--- src/pkg/adcdma_params.svh ---
/*
  constants for the converter dma address generator: field positions, codes, sizes.
  assumes inclusion by bare name from the package, interface and both end modules.
*/
`ifndef ADCDMA_PARAMS_SVH
`define ADCDMA_PARAMS_SVH

`define ADCDMA_CON1_ON_BIT      15
`define ADCDMA_CON1_MODE_BIT    12
`define ADCDMA_CON1_EXT_BIT     11
`define ADCDMA_CON1_SAMPLE_CONTROL_BIT    1
`define ADCDMA_CON2_REF_HI      15
`define ADCDMA_CON2_REF_LO      13
`define ADCDMA_CON2_SMPI_HI     6
`define ADCDMA_CON2_SMPI_LO     2
`define ADCDMA_CON3_DIV_HI      7
`define ADCDMA_CON3_DIV_LO      0
`define ADCDMA_CON4_LEN_HI      2
`define ADCDMA_CON4_LEN_LO      0
`define ADCDMA_IA_W             11
`define ADCDMA_CH_W             5
`define ADCDMA_LEN_W            3
`define ADCDMA_SMPI_W           5
`define ADCDMA_HALF_DEPTH       13
`define ADCDMA_EXT_CH_FIRST     27
`define ADCDMA_LEN_RESET        3'h0
`define ADCDMA_LEN_64           3'h6
`define ADCDMA_LEN_128          3'h7
`define ADCDMA_CH_LIMIT_64      16
`define ADCDMA_CH_LIMIT_128     8

`endif

--- src/pkg/adcdma_pkg.sv ---
/*
  types shared by both ends of the converter dma link.
  assumes adcdma_params.svh is on the include path.
*/
`include "adcdma_params.svh"

package adcdma_pkg;
  typedef logic [`ADCDMA_IA_W-1:0]   adcdma_addr_t;
  typedef logic [`ADCDMA_CH_W-1:0]   adcdma_chan_t;
  typedef logic [`ADCDMA_LEN_W-1:0]  adcdma_len_t;
  typedef logic [`ADCDMA_SMPI_W-1:0] adcdma_smpi_t;
  typedef enum logic {ADCDMA_MODE_INDIRECT, ADCDMA_MODE_EXTBUF} adcdma_mode_e;
  typedef enum {ADCDMA_IDLE, ADCDMA_REQ, ADCDMA_WAIT} adcdma_xfer_e;
endpackage : adcdma_pkg

--- src/pkg/adcdma_if.sv ---
/*
  link between the converter's dma side and the dma controller.
  assumes one clock shared by both ends; request held until acknowledged.
*/
`timescale 1ns/1ps
`include "adcdma_params.svh"

interface adcdma_if;
  logic                 req;
  logic [15:0]          data;
  adcdma_pkg::adcdma_addr_t indirect_address;
  logic                 peripheral_indirect_mode;
  logic                 ack;

  modport converter (output req, output data, output indirect_address,
                     output peripheral_indirect_mode, input ack);
  modport controller (input req, input data, input indirect_address,
                      input peripheral_indirect_mode, output ack);
endinterface : adcdma_if

--- src/hdl/adcdma_converter.sv ---
/*
  converter end: control bits, extended buffer fifo halves and the
  indirect address generator that feeds the dma controller.
  assumes results arrive as one-cycle strobes from the conversion core.
*/
`timescale 1ns/1ps
`include "adcdma_params.svh"

module adcdma_converter #(
  parameter int CHANNELS = 32
) (
  input  wire logic                     CLK,
  input  wire logic                     RESET_N,
  adcdma_if.converter                   link,
  input  wire logic [15:0]              CONVERTER_CONTROL_ONE,
  input  wire logic [15:0]              CONVERTER_CONTROL_TWO,
  input  wire logic [15:0]              CONVERTER_CONTROL_THREE,
  input  wire logic [15:0]              CONVERTER_CONTROL_FOUR,
  input  wire logic                     BUFFER_ORDER_SELECT,
  input  wire logic                     SPLIT_BUFFER_ENABLE,
  input  wire logic                     RESULT_VALID,
  input  wire logic [`ADCDMA_CH_W-1:0]  RESULT_CHANNEL,
  input  wire logic [15:0]              RESULT_DATA,
  output logic                          SAMPLING,
  output logic                          ACTIVE_HALF_STATUS,
  output logic                          CONVERTER_IRQ_FLAG,
  output logic                          RESULT_DROPPED
);
  if (CHANNELS < 1 || CHANNELS > 32) begin : g_bad_channels
    $error("CHANNELS out of range");
  end

  logic                        conv_on, ext_dma_enable, dma_mode_select;
  adcdma_pkg::adcdma_len_t     channel_buffer_length;
  adcdma_pkg::adcdma_smpi_t    samples_per_interrupt;
  adcdma_pkg::adcdma_mode_e    mode;
  logic [7:0]                  chan_limit;

  assign conv_on               = CONVERTER_CONTROL_ONE[`ADCDMA_CON1_ON_BIT];
  assign ext_dma_enable        = CONVERTER_CONTROL_ONE[`ADCDMA_CON1_EXT_BIT];
  assign dma_mode_select       = CONVERTER_CONTROL_ONE[`ADCDMA_CON1_MODE_BIT];
  assign channel_buffer_length = CONVERTER_CONTROL_FOUR[`ADCDMA_CON4_LEN_HI:`ADCDMA_CON4_LEN_LO];
  assign samples_per_interrupt = CONVERTER_CONTROL_TWO[`ADCDMA_CON2_SMPI_HI:`ADCDMA_CON2_SMPI_LO];
  assign mode = dma_mode_select ? adcdma_pkg::ADCDMA_MODE_EXTBUF
                                : adcdma_pkg::ADCDMA_MODE_INDIRECT;
  // larger buffers leave fewer channel slots in eleven address bits
  assign chan_limit = (channel_buffer_length == `ADCDMA_LEN_128) ? 8'(`ADCDMA_CH_LIMIT_128) :
                      (channel_buffer_length == `ADCDMA_LEN_64)  ? 8'(`ADCDMA_CH_LIMIT_64)  :
                      8'(CHANNELS);

  // per-channel write positions, one word index each
  logic [6:0] pos_r   [CHANNELS];
  logic [6:0] pos_nxt [CHANNELS];
  logic [4:0] fill_r, fill_nxt;
  logic       half_r, half_nxt, irq_r, irq_nxt, drop_r, drop_nxt, sample_control_r, sample_control_nxt;
  logic       req_r, req_nxt;
  logic [15:0] data_r, data_nxt;
  adcdma_pkg::adcdma_addr_t ia_r, ia_nxt;
  adcdma_pkg::adcdma_xfer_e st_r, st_nxt;
  logic [6:0]  idx_mask, idx, pos_lim;
  logic [11:0] ia_wide;
  logic [4:0]  slot;
  logic        accept;

  // index wraps inside the chosen length: mask is size minus one
  assign idx_mask = 7'((8'h1 << channel_buffer_length) - 8'h1);
  assign pos_lim  = (7'(samples_per_interrupt) >= idx_mask) ? idx_mask : 7'(samples_per_interrupt);
  assign accept   = conv_on && ext_dma_enable && RESULT_VALID;

  always_comb begin
    for (int i = 0; i < CHANNELS; i++) pos_nxt[i] = pos_r[i];
    fill_nxt = fill_r;
    half_nxt = half_r;
    irq_nxt  = 1'b0;
    drop_nxt = 1'b0;
    sample_control_nxt = conv_on && CONVERTER_CONTROL_ONE[`ADCDMA_CON1_SAMPLE_CONTROL_BIT];
    req_nxt  = req_r;
    data_nxt = data_r;
    ia_nxt   = ia_r;
    st_nxt   = st_r;
    idx      = 7'h0;
    ia_wide  = 12'h0;
    slot     = 5'h0;
    case (st_r)
      adcdma_pkg::ADCDMA_IDLE: begin
        if (accept && (int'(RESULT_CHANNEL) >= CHANNELS ||
            {3'h0, RESULT_CHANNEL} >= chan_limit) && mode == adcdma_pkg::ADCDMA_MODE_INDIRECT) begin
          drop_nxt = 1'b1;
        end else if (accept) begin
          data_nxt = RESULT_DATA;
          req_nxt  = 1'b1;
          st_nxt   = adcdma_pkg::ADCDMA_REQ;
          if (mode == adcdma_pkg::ADCDMA_MODE_INDIRECT) begin
            // only the converted channel's slot is touched
            idx     = pos_r[RESULT_CHANNEL] & idx_mask;
            ia_wide = (12'(RESULT_CHANNEL) << (4'd1 + 4'(channel_buffer_length)))
                      | (12'(idx) << 1);
            ia_nxt  = ia_wide[`ADCDMA_IA_W-1:0];
            // wrap at whichever comes first: interrupt count or buffer end
            pos_nxt[RESULT_CHANNEL] = (pos_r[RESULT_CHANNEL] >= pos_lim) ? 7'h0
                                                                          : pos_r[RESULT_CHANNEL] + 7'h1;
          end else begin
            // buffer words and high channels both forwarded
            slot = BUFFER_ORDER_SELECT ? RESULT_CHANNEL : fill_r;
            if (SPLIT_BUFFER_ENABLE && !BUFFER_ORDER_SELECT && half_r)
              slot = 5'(fill_r + 5'(`ADCDMA_HALF_DEPTH));
            ia_nxt = adcdma_pkg::adcdma_addr_t'({slot, 1'b0});
            if (fill_r >= samples_per_interrupt ||
                (SPLIT_BUFFER_ENABLE && fill_r == 5'(`ADCDMA_HALF_DEPTH - 1))) begin
              fill_nxt = 5'h0;
              irq_nxt  = 1'b1;
              if (SPLIT_BUFFER_ENABLE) half_nxt = ~half_r;
            end else begin
              fill_nxt = fill_r + 5'h1;
            end
          end
        end else if (accept) begin
          drop_nxt = 1'b1;
        end
      end
      adcdma_pkg::ADCDMA_REQ: begin
        if (link.ack) begin
          req_nxt = 1'b0;
          st_nxt  = adcdma_pkg::ADCDMA_WAIT;
        end
        if (accept) drop_nxt = 1'b1;
      end
      adcdma_pkg::ADCDMA_WAIT: begin
        st_nxt = adcdma_pkg::ADCDMA_IDLE;
        if (accept) drop_nxt = 1'b1;
      end
      default: st_nxt = adcdma_pkg::ADCDMA_IDLE;
    endcase
    if (!conv_on || !ext_dma_enable) begin
      for (int i = 0; i < CHANNELS; i++) pos_nxt[i] = 7'h0;
      fill_nxt = 5'h0;
      half_nxt = 1'b0;
    end
  end

  always_ff @(posedge CLK or negedge RESET_N) begin
    if (!RESET_N) begin
      for (int i = 0; i < CHANNELS; i++) pos_r[i] <= 7'h0;
      fill_r <= 5'h0;
      half_r <= 1'b0;
      irq_r  <= 1'b0;
      drop_r <= 1'b0;
      sample_control_r <= 1'b0;
      req_r  <= 1'b0;
      data_r <= 16'h0;
      ia_r   <= '0;
      st_r   <= adcdma_pkg::ADCDMA_IDLE;
    end else begin
      for (int i = 0; i < CHANNELS; i++) pos_r[i] <= pos_nxt[i];
      fill_r <= fill_nxt;
      half_r <= half_nxt;
      irq_r  <= irq_nxt;
      drop_r <= drop_nxt;
      sample_control_r <= sample_control_nxt;
      req_r  <= req_nxt;
      data_r <= data_nxt;
      ia_r   <= ia_nxt;
      st_r   <= st_nxt;
    end
  end

  assign link.req                      = req_r;
  assign link.data                     = data_r;
  assign link.indirect_address         = ia_r;
  assign link.peripheral_indirect_mode = ~dma_mode_select;
  assign SAMPLING           = sample_control_r;
  assign ACTIVE_HALF_STATUS = half_r;
  assign CONVERTER_IRQ_FLAG = irq_r;
  assign RESULT_DROPPED     = drop_r;
endmodule : adcdma_converter

--- src/flat_wrapper.sv ---
// flat-port wrapper written by rule: the top's interface ports become plain ports
module adcdma_converter_flat 
#(
  parameter int CHANNELS = 32
)
  (CLK, RESET_N, CONVERTER_CONTROL_ONE, CONVERTER_CONTROL_TWO, CONVERTER_CONTROL_THREE, CONVERTER_CONTROL_FOUR, BUFFER_ORDER_SELECT, SPLIT_BUFFER_ENABLE, RESULT_VALID, RESULT_CHANNEL, RESULT_DATA, SAMPLING, ACTIVE_HALF_STATUS, CONVERTER_IRQ_FLAG, RESULT_DROPPED, link_req, link_data, link_indirect_address, link_peripheral_indirect_mode, link_ack);
  adcdma_if link_i ();
  input  wire logic CLK;
  input  wire logic RESET_N;
  input  wire logic [15:0] CONVERTER_CONTROL_ONE;
  input  wire logic [15:0] CONVERTER_CONTROL_TWO;
  input  wire logic [15:0] CONVERTER_CONTROL_THREE;
  input  wire logic [15:0] CONVERTER_CONTROL_FOUR;
  input  wire logic BUFFER_ORDER_SELECT;
  input  wire logic SPLIT_BUFFER_ENABLE;
  input  wire logic RESULT_VALID;
  input  wire logic [`ADCDMA_CH_W-1:0] RESULT_CHANNEL;
  input  wire logic [15:0] RESULT_DATA;
  output logic SAMPLING;
  output logic ACTIVE_HALF_STATUS;
  output logic CONVERTER_IRQ_FLAG;
  output logic RESULT_DROPPED;
  output wire logic [$bits(link_i.req)-1:0] link_req;
  output wire logic [$bits(link_i.data)-1:0] link_data;
  output wire logic [$bits(link_i.indirect_address)-1:0] link_indirect_address;
  output wire logic [$bits(link_i.peripheral_indirect_mode)-1:0] link_peripheral_indirect_mode;
  input wire logic [$bits(link_i.ack)-1:0] link_ack;
  assign link_req = link_i.req;
  assign link_data = link_i.data;
  assign link_indirect_address = link_i.indirect_address;
  assign link_peripheral_indirect_mode = link_i.peripheral_indirect_mode;
  assign link_i.ack = link_ack;
  adcdma_converter #(.CHANNELS(CHANNELS)) u_core (.CLK(CLK), .RESET_N(RESET_N), .link(link_i), .CONVERTER_CONTROL_ONE(CONVERTER_CONTROL_ONE), .CONVERTER_CONTROL_TWO(CONVERTER_CONTROL_TWO), .CONVERTER_CONTROL_THREE(CONVERTER_CONTROL_THREE), .CONVERTER_CONTROL_FOUR(CONVERTER_CONTROL_FOUR), .BUFFER_ORDER_SELECT(BUFFER_ORDER_SELECT), .SPLIT_BUFFER_ENABLE(SPLIT_BUFFER_ENABLE), .RESULT_VALID(RESULT_VALID), .RESULT_CHANNEL(RESULT_CHANNEL), .RESULT_DATA(RESULT_DATA), .SAMPLING(SAMPLING), .ACTIVE_HALF_STATUS(ACTIVE_HALF_STATUS), .CONVERTER_IRQ_FLAG(CONVERTER_IRQ_FLAG), .RESULT_DROPPED(RESULT_DROPPED));
endmodule
--- config.mk ---
export PLATFORM = sky130hd
export DESIGN_NAME = adcdma_converter_flat
export DESIGN_NICKNAME = d
export VERILOG_FILES = /design/src/pkg/adcdma_pkg.sv /design/src/pkg/adcdma_if.sv /design/src/hdl/adcdma_converter.sv /design/src/flat_wrapper.sv
export VERILOG_INCLUDE_DIRS = /design/src /design/src/pkg
export SDC_FILE = /design/constraint.sdc
export NUM_CORES = 1
export LEC_CHECK = 0
export ABC_CLOCK_PERIOD_IN_PS = 9400
export BUFFER_PORTS_ARGS = -buffer_cell sky130_fd_sc_hd__buf_2
export CAP_MARGIN = 15
export CORE_MARGIN = 2
export CORE_UTILIZATION = 45
export CTS_BUF_LIST = sky130_fd_sc_hd__clkbuf_4
export DETAILED_ROUTE_END_ITERATION = 10
export SYNTH_ARGS = -nofsm -noshare
export SYNTH_HDL_FRONTEND = slang
export SYNTH_SLANG_ARGS = --single-unit
--- constraint.sdc ---
create_clock -name CLK -period 9.4 [get_ports CLK]
set_input_delay 2.35 -clock CLK [delete_from_list [all_inputs] [get_ports CLK]]
set_output_delay 2.35 -clock CLK [all_outputs]
set_load 0.02 [all_outputs]
==> reports/qor.csv <==
stage,metric,value,unit
outcome,status,completed,
power,total_power,2.64,mW
synth,ys_seq_elements,263,
route,antenna_left,0,
clock_network,htree_levels,3,
clock_network,clkTransAtPathRegs,0.06,ns
floorplanning,die_x,176,um
route,dr_total_vias,10952,
placement,io_buffers,71,
synth,synthTopCellsByArea,"dfrtp_1 (49%), nand2_1 (7.8%), o21ai_0 (5.8%)",
grt,first_global_vias,10975,
setup_path,max_stage_delay,0.58,ns
timing,period_needed,6.97,ns
setup_path,crit_slowest_cell,nand2_1,
grt,track_usage,25.7,%
floorplanning,die_area,31000,um2
timing,hold_viol_final,0,
timing,rsz0062_at_grt,false,
route,avgViaCountPerCell,5.82,
setup_path,cp-end-kind,flop,
timing,relSlewSlack,20.7,%
clock_network,cts.sinks,263,
clock_network,cts_resized,0,
layout,drive_gt1_share,17.8,%
setup_path,cp_common_cell,ha_1,
floorplanning,die_y,176,um
clock_network,postCtsSetupBuffers,0,
grt,grt_pass1_wl,61.5,mm
setup_path,critical_path_class,in -> reg,
synth,synth_cells,1364,
route,drtPass1Iterations,6,
clock_network,clk_latency,0.69,ns
synth,synthDistinctLibCells,68,
layout,final_util,51.3,%
synth,yosys_warnings,0,
clock_network,cts_buffers,73,
synth,synthMostInstantiatedCell,nand2_1,
timing,max_freq,143,MHz
layout,area_growth,11.5,%
setup_path,worstPathCellList,buf_2 -> inv_1 -> ha_1 -> nand2_1 -> ha_1 -> o21bai_1 -> xnor2_1 -> a21oi_1 -> ha_1 -> a21oi_1 -> nor3_1 -> buf_4 -> mux2_2 -> ha_1 -> nand2b_1 -> a211oi_1 -> o31ai_1 -> a21o_1 -> a21oi_1 -> buf_4 -> nand2_1 -> buf_4 -> o21ai_0,
setup_path,arrival,7.57,ns
synth,synth_top_cells_by_count,"nand2_1 (278), dfrtp_1 (263), o21ai_0 (154)",
route,routedWlPerCell,20.9,um
timing,fin_crit_sh,74.2,%
route,routed_wirelength,39.3,mm
layout,n_fill_cell,2734,
power,p_per_area,178,nW/um2
setup_path,start_kind,input pin,
synth,syn_area,13300,um2
clock_network,cts_tree,done,
clock_network,hold_buffers,0,
placement,hpwl,25.8,mm
timing,setup-violations-final,0,
synth,synth_top_cell_area_share,49.5,%
route,drtIter0Drc,989,
synth,seq_area_frac_synth,49.5,%
floorplanning,rows,62,
layout,fin_nets,1574,
power,max-vdd-ir-drop,0.0000645,V
setup_path,required,10.00,ns
synth,synth-main-ff-cell,dfrtp_1,
timing,slew_violations,0,
timing,worstMarginPinSlew,1.19,ns
route,drc,0,
timing,worst_hold_slack,0.477,ns
placement,gp_congestion,0.878,
floorplanning,pin_count,124,
floorplanning,initial_utilization,46.0,%
synth,synth-async-reset-ratio,100,%
clock_network,clockBufferDepth,3,
synth,synth_edf_count,0,
timing,fin_setup_tns,0,ns
synth,synth_area_per_cell,9.75,um2
setup_path,crit_fanout,17,
clock_network,root_buffer,clkbuf_4,
synth,yosys.area.top_type,dfrtp_1,
timing,final.setup_skew,0.0532,ns
floorplanning,core_area,28900,um2
worst_hold_path,hp-class,reg -> reg,
run,drv_cap,0,
grt,gr-total-overflow,0,
grt,antenna_found_initial,1,
power,power.leakage,6.64,nW
grt,grt_max_degree,87,
[layout make-up]
cell class / instances / area, um2 / share of cell area [%]
Multi-Input combinational cell: 994 / 6230 / 42.0
Clock inverter: 14 / 81.3 / 0.548
Sequential cell: 263 / 6580 / 44.4
Inverter: 26 / 97.6 / 0.658
Antenna cell: 1 / 2.50 / 0.0169
Tap cell: 384 / 480 / 3.24
Clock buffer: 107 / 803 / 5.42
Timing Repair Buffer: 92 / 558 / 3.76
[worst max-delay path, delay by kind of cell]
kind	cells	cell delay [ns]
AOI/OAI and AO/OA	8	1.36
adders and majority gates	4	1.10
xor gates and xnor gates	1	0.16
muxes	1	0.34
and+or+nand+nor	4	1.08
buffers and inverters	5	1.16
[registers in the layout, indices dropped and copies added (netlist names)]
signal,flops
u_core.link.data,16
u_core.SAMPLING,1
u_core.RESULT_DROPPED,1
u_core.ACTIVE_HALF_STATUS,1
u_core.link.req,1
u_core.pos_r,224
u_core.st_r,2
u_core.link.indirect_address,11
u_core.fill_r,5
u_core.CONVERTER_IRQ_FLAG,1
[per-layer routing]
| metal | wire length (um) | up-vias | GRT usage (%) |
|---|---|---|---|
| met3 | 3110 | 92 | 5.79 |
| met1 | 17000 | 5364 | 35.8 |
| met2 | 18000 | 427 | 39.4 |
| met5 | 0 | - | 0 |
| met4 | 1160 | 0 | 9.64 |
| li1 | - | 5069 | - |
[placed cells by master, fill, tap and decap left out, types with 4 or more instances in the layout]
cell type and n:
o21ai_0 154, nor2_1 72, a22o_1 27, ha_1 33, nand2_1 278, mux2_2 19, o31ai_1 4, mux4_2 24
a21oi_1 21, dfrtp_1 263, a22oi_1 14, or3_1 7, or4b_1 4, nand3_1 17, nand4_1 4, o22ai_1 34
mux2i_1 70, clkinv_1 10, xnor2_1 8, o21ai_1 96, nor3_1 18, buf_4 20, nand2b_1 7, buf_2 69
inv_1 25, nand4b_1 5, a32o_1 5, or4bb_1 6, clkbuf_4 107, nor4_1 8
[path summary, 6_finish.rpt]
kind | slack, ns | startpoint | end | cells after the start
max | 2.43 | CONVERTER_CONTROL_FOUR[0] | u_core.pos_r[181]$_DFFE_PN0P_ | 23
min | 0.48 | u_core.link.indirect_address[10]$_DFFE_PN0P_ | u_core.link.indirect_address[10]$_DFFE_PN0P_ | 2
max reg2reg | 5.02 | u_core.pos_r[11]$_DFFE_PN0P_ | u_core.pos_r[181]$_DFFE_PN0P_ | 12
min reg2reg | 0.48 | u_core.link.indirect_address[10]$_DFFE_PN0P_ | u_core.link.indirect_address[10]$_DFFE_PN0P_ | 2
max in group asynchronous | 5.83 | RESET_N | u_core.link.data[13]$_DFFE_PN0P_ | 3
min in group asynchronous | 1.66 | RESET_N | u_core.pos_r[166]$_DFFE_PN0P_ | 1
[cells by family (layout without fill, tap and decap cells)]
logic type,Yosys count,in the layout,share of synthesized area (%)
buffers and inverters,108,239,3.79
AND/OR/NAND/NOR,457,457,15.6
flip-flops,263,263,49.5
other,1,3,0.0282
XOR/XNOR,11,11,0.724
AO/OA/AOI/OAI,378,378,16.3
multiplexers,113,113,10.9
adder cells (fa/ha/maj),33,33,3.10
[per-stage QoR]
step | worst slack (ns) | cell area [um2] | cells
2_1_floorplan | 2.44 | 13300 | 1365
3_3_place_gp | 1.96 | 13900 | 1758
3_5_place_dp | 1.89 | 13900 | 1758
4_1_cts | 2.58 | 14800 | 1879
5_1_grt | 2.14 | 14800 | 1881
6_report | 2.43 | 14800 | 1881
[power by group]
| group | internal [mW] | total (mW) | leakage (nW) | switching, mW |
|---|---|---|---|---|
| logic | 0.131 | 0.399 | 2.48 | 0.268 |
| registers | 1.19 | 1.22 | 3.63 | 0.0280 |
| clock network | 0.544 | 1.02 | 0.534 | 0.480 |
Power figures use the tool's default switching activity.
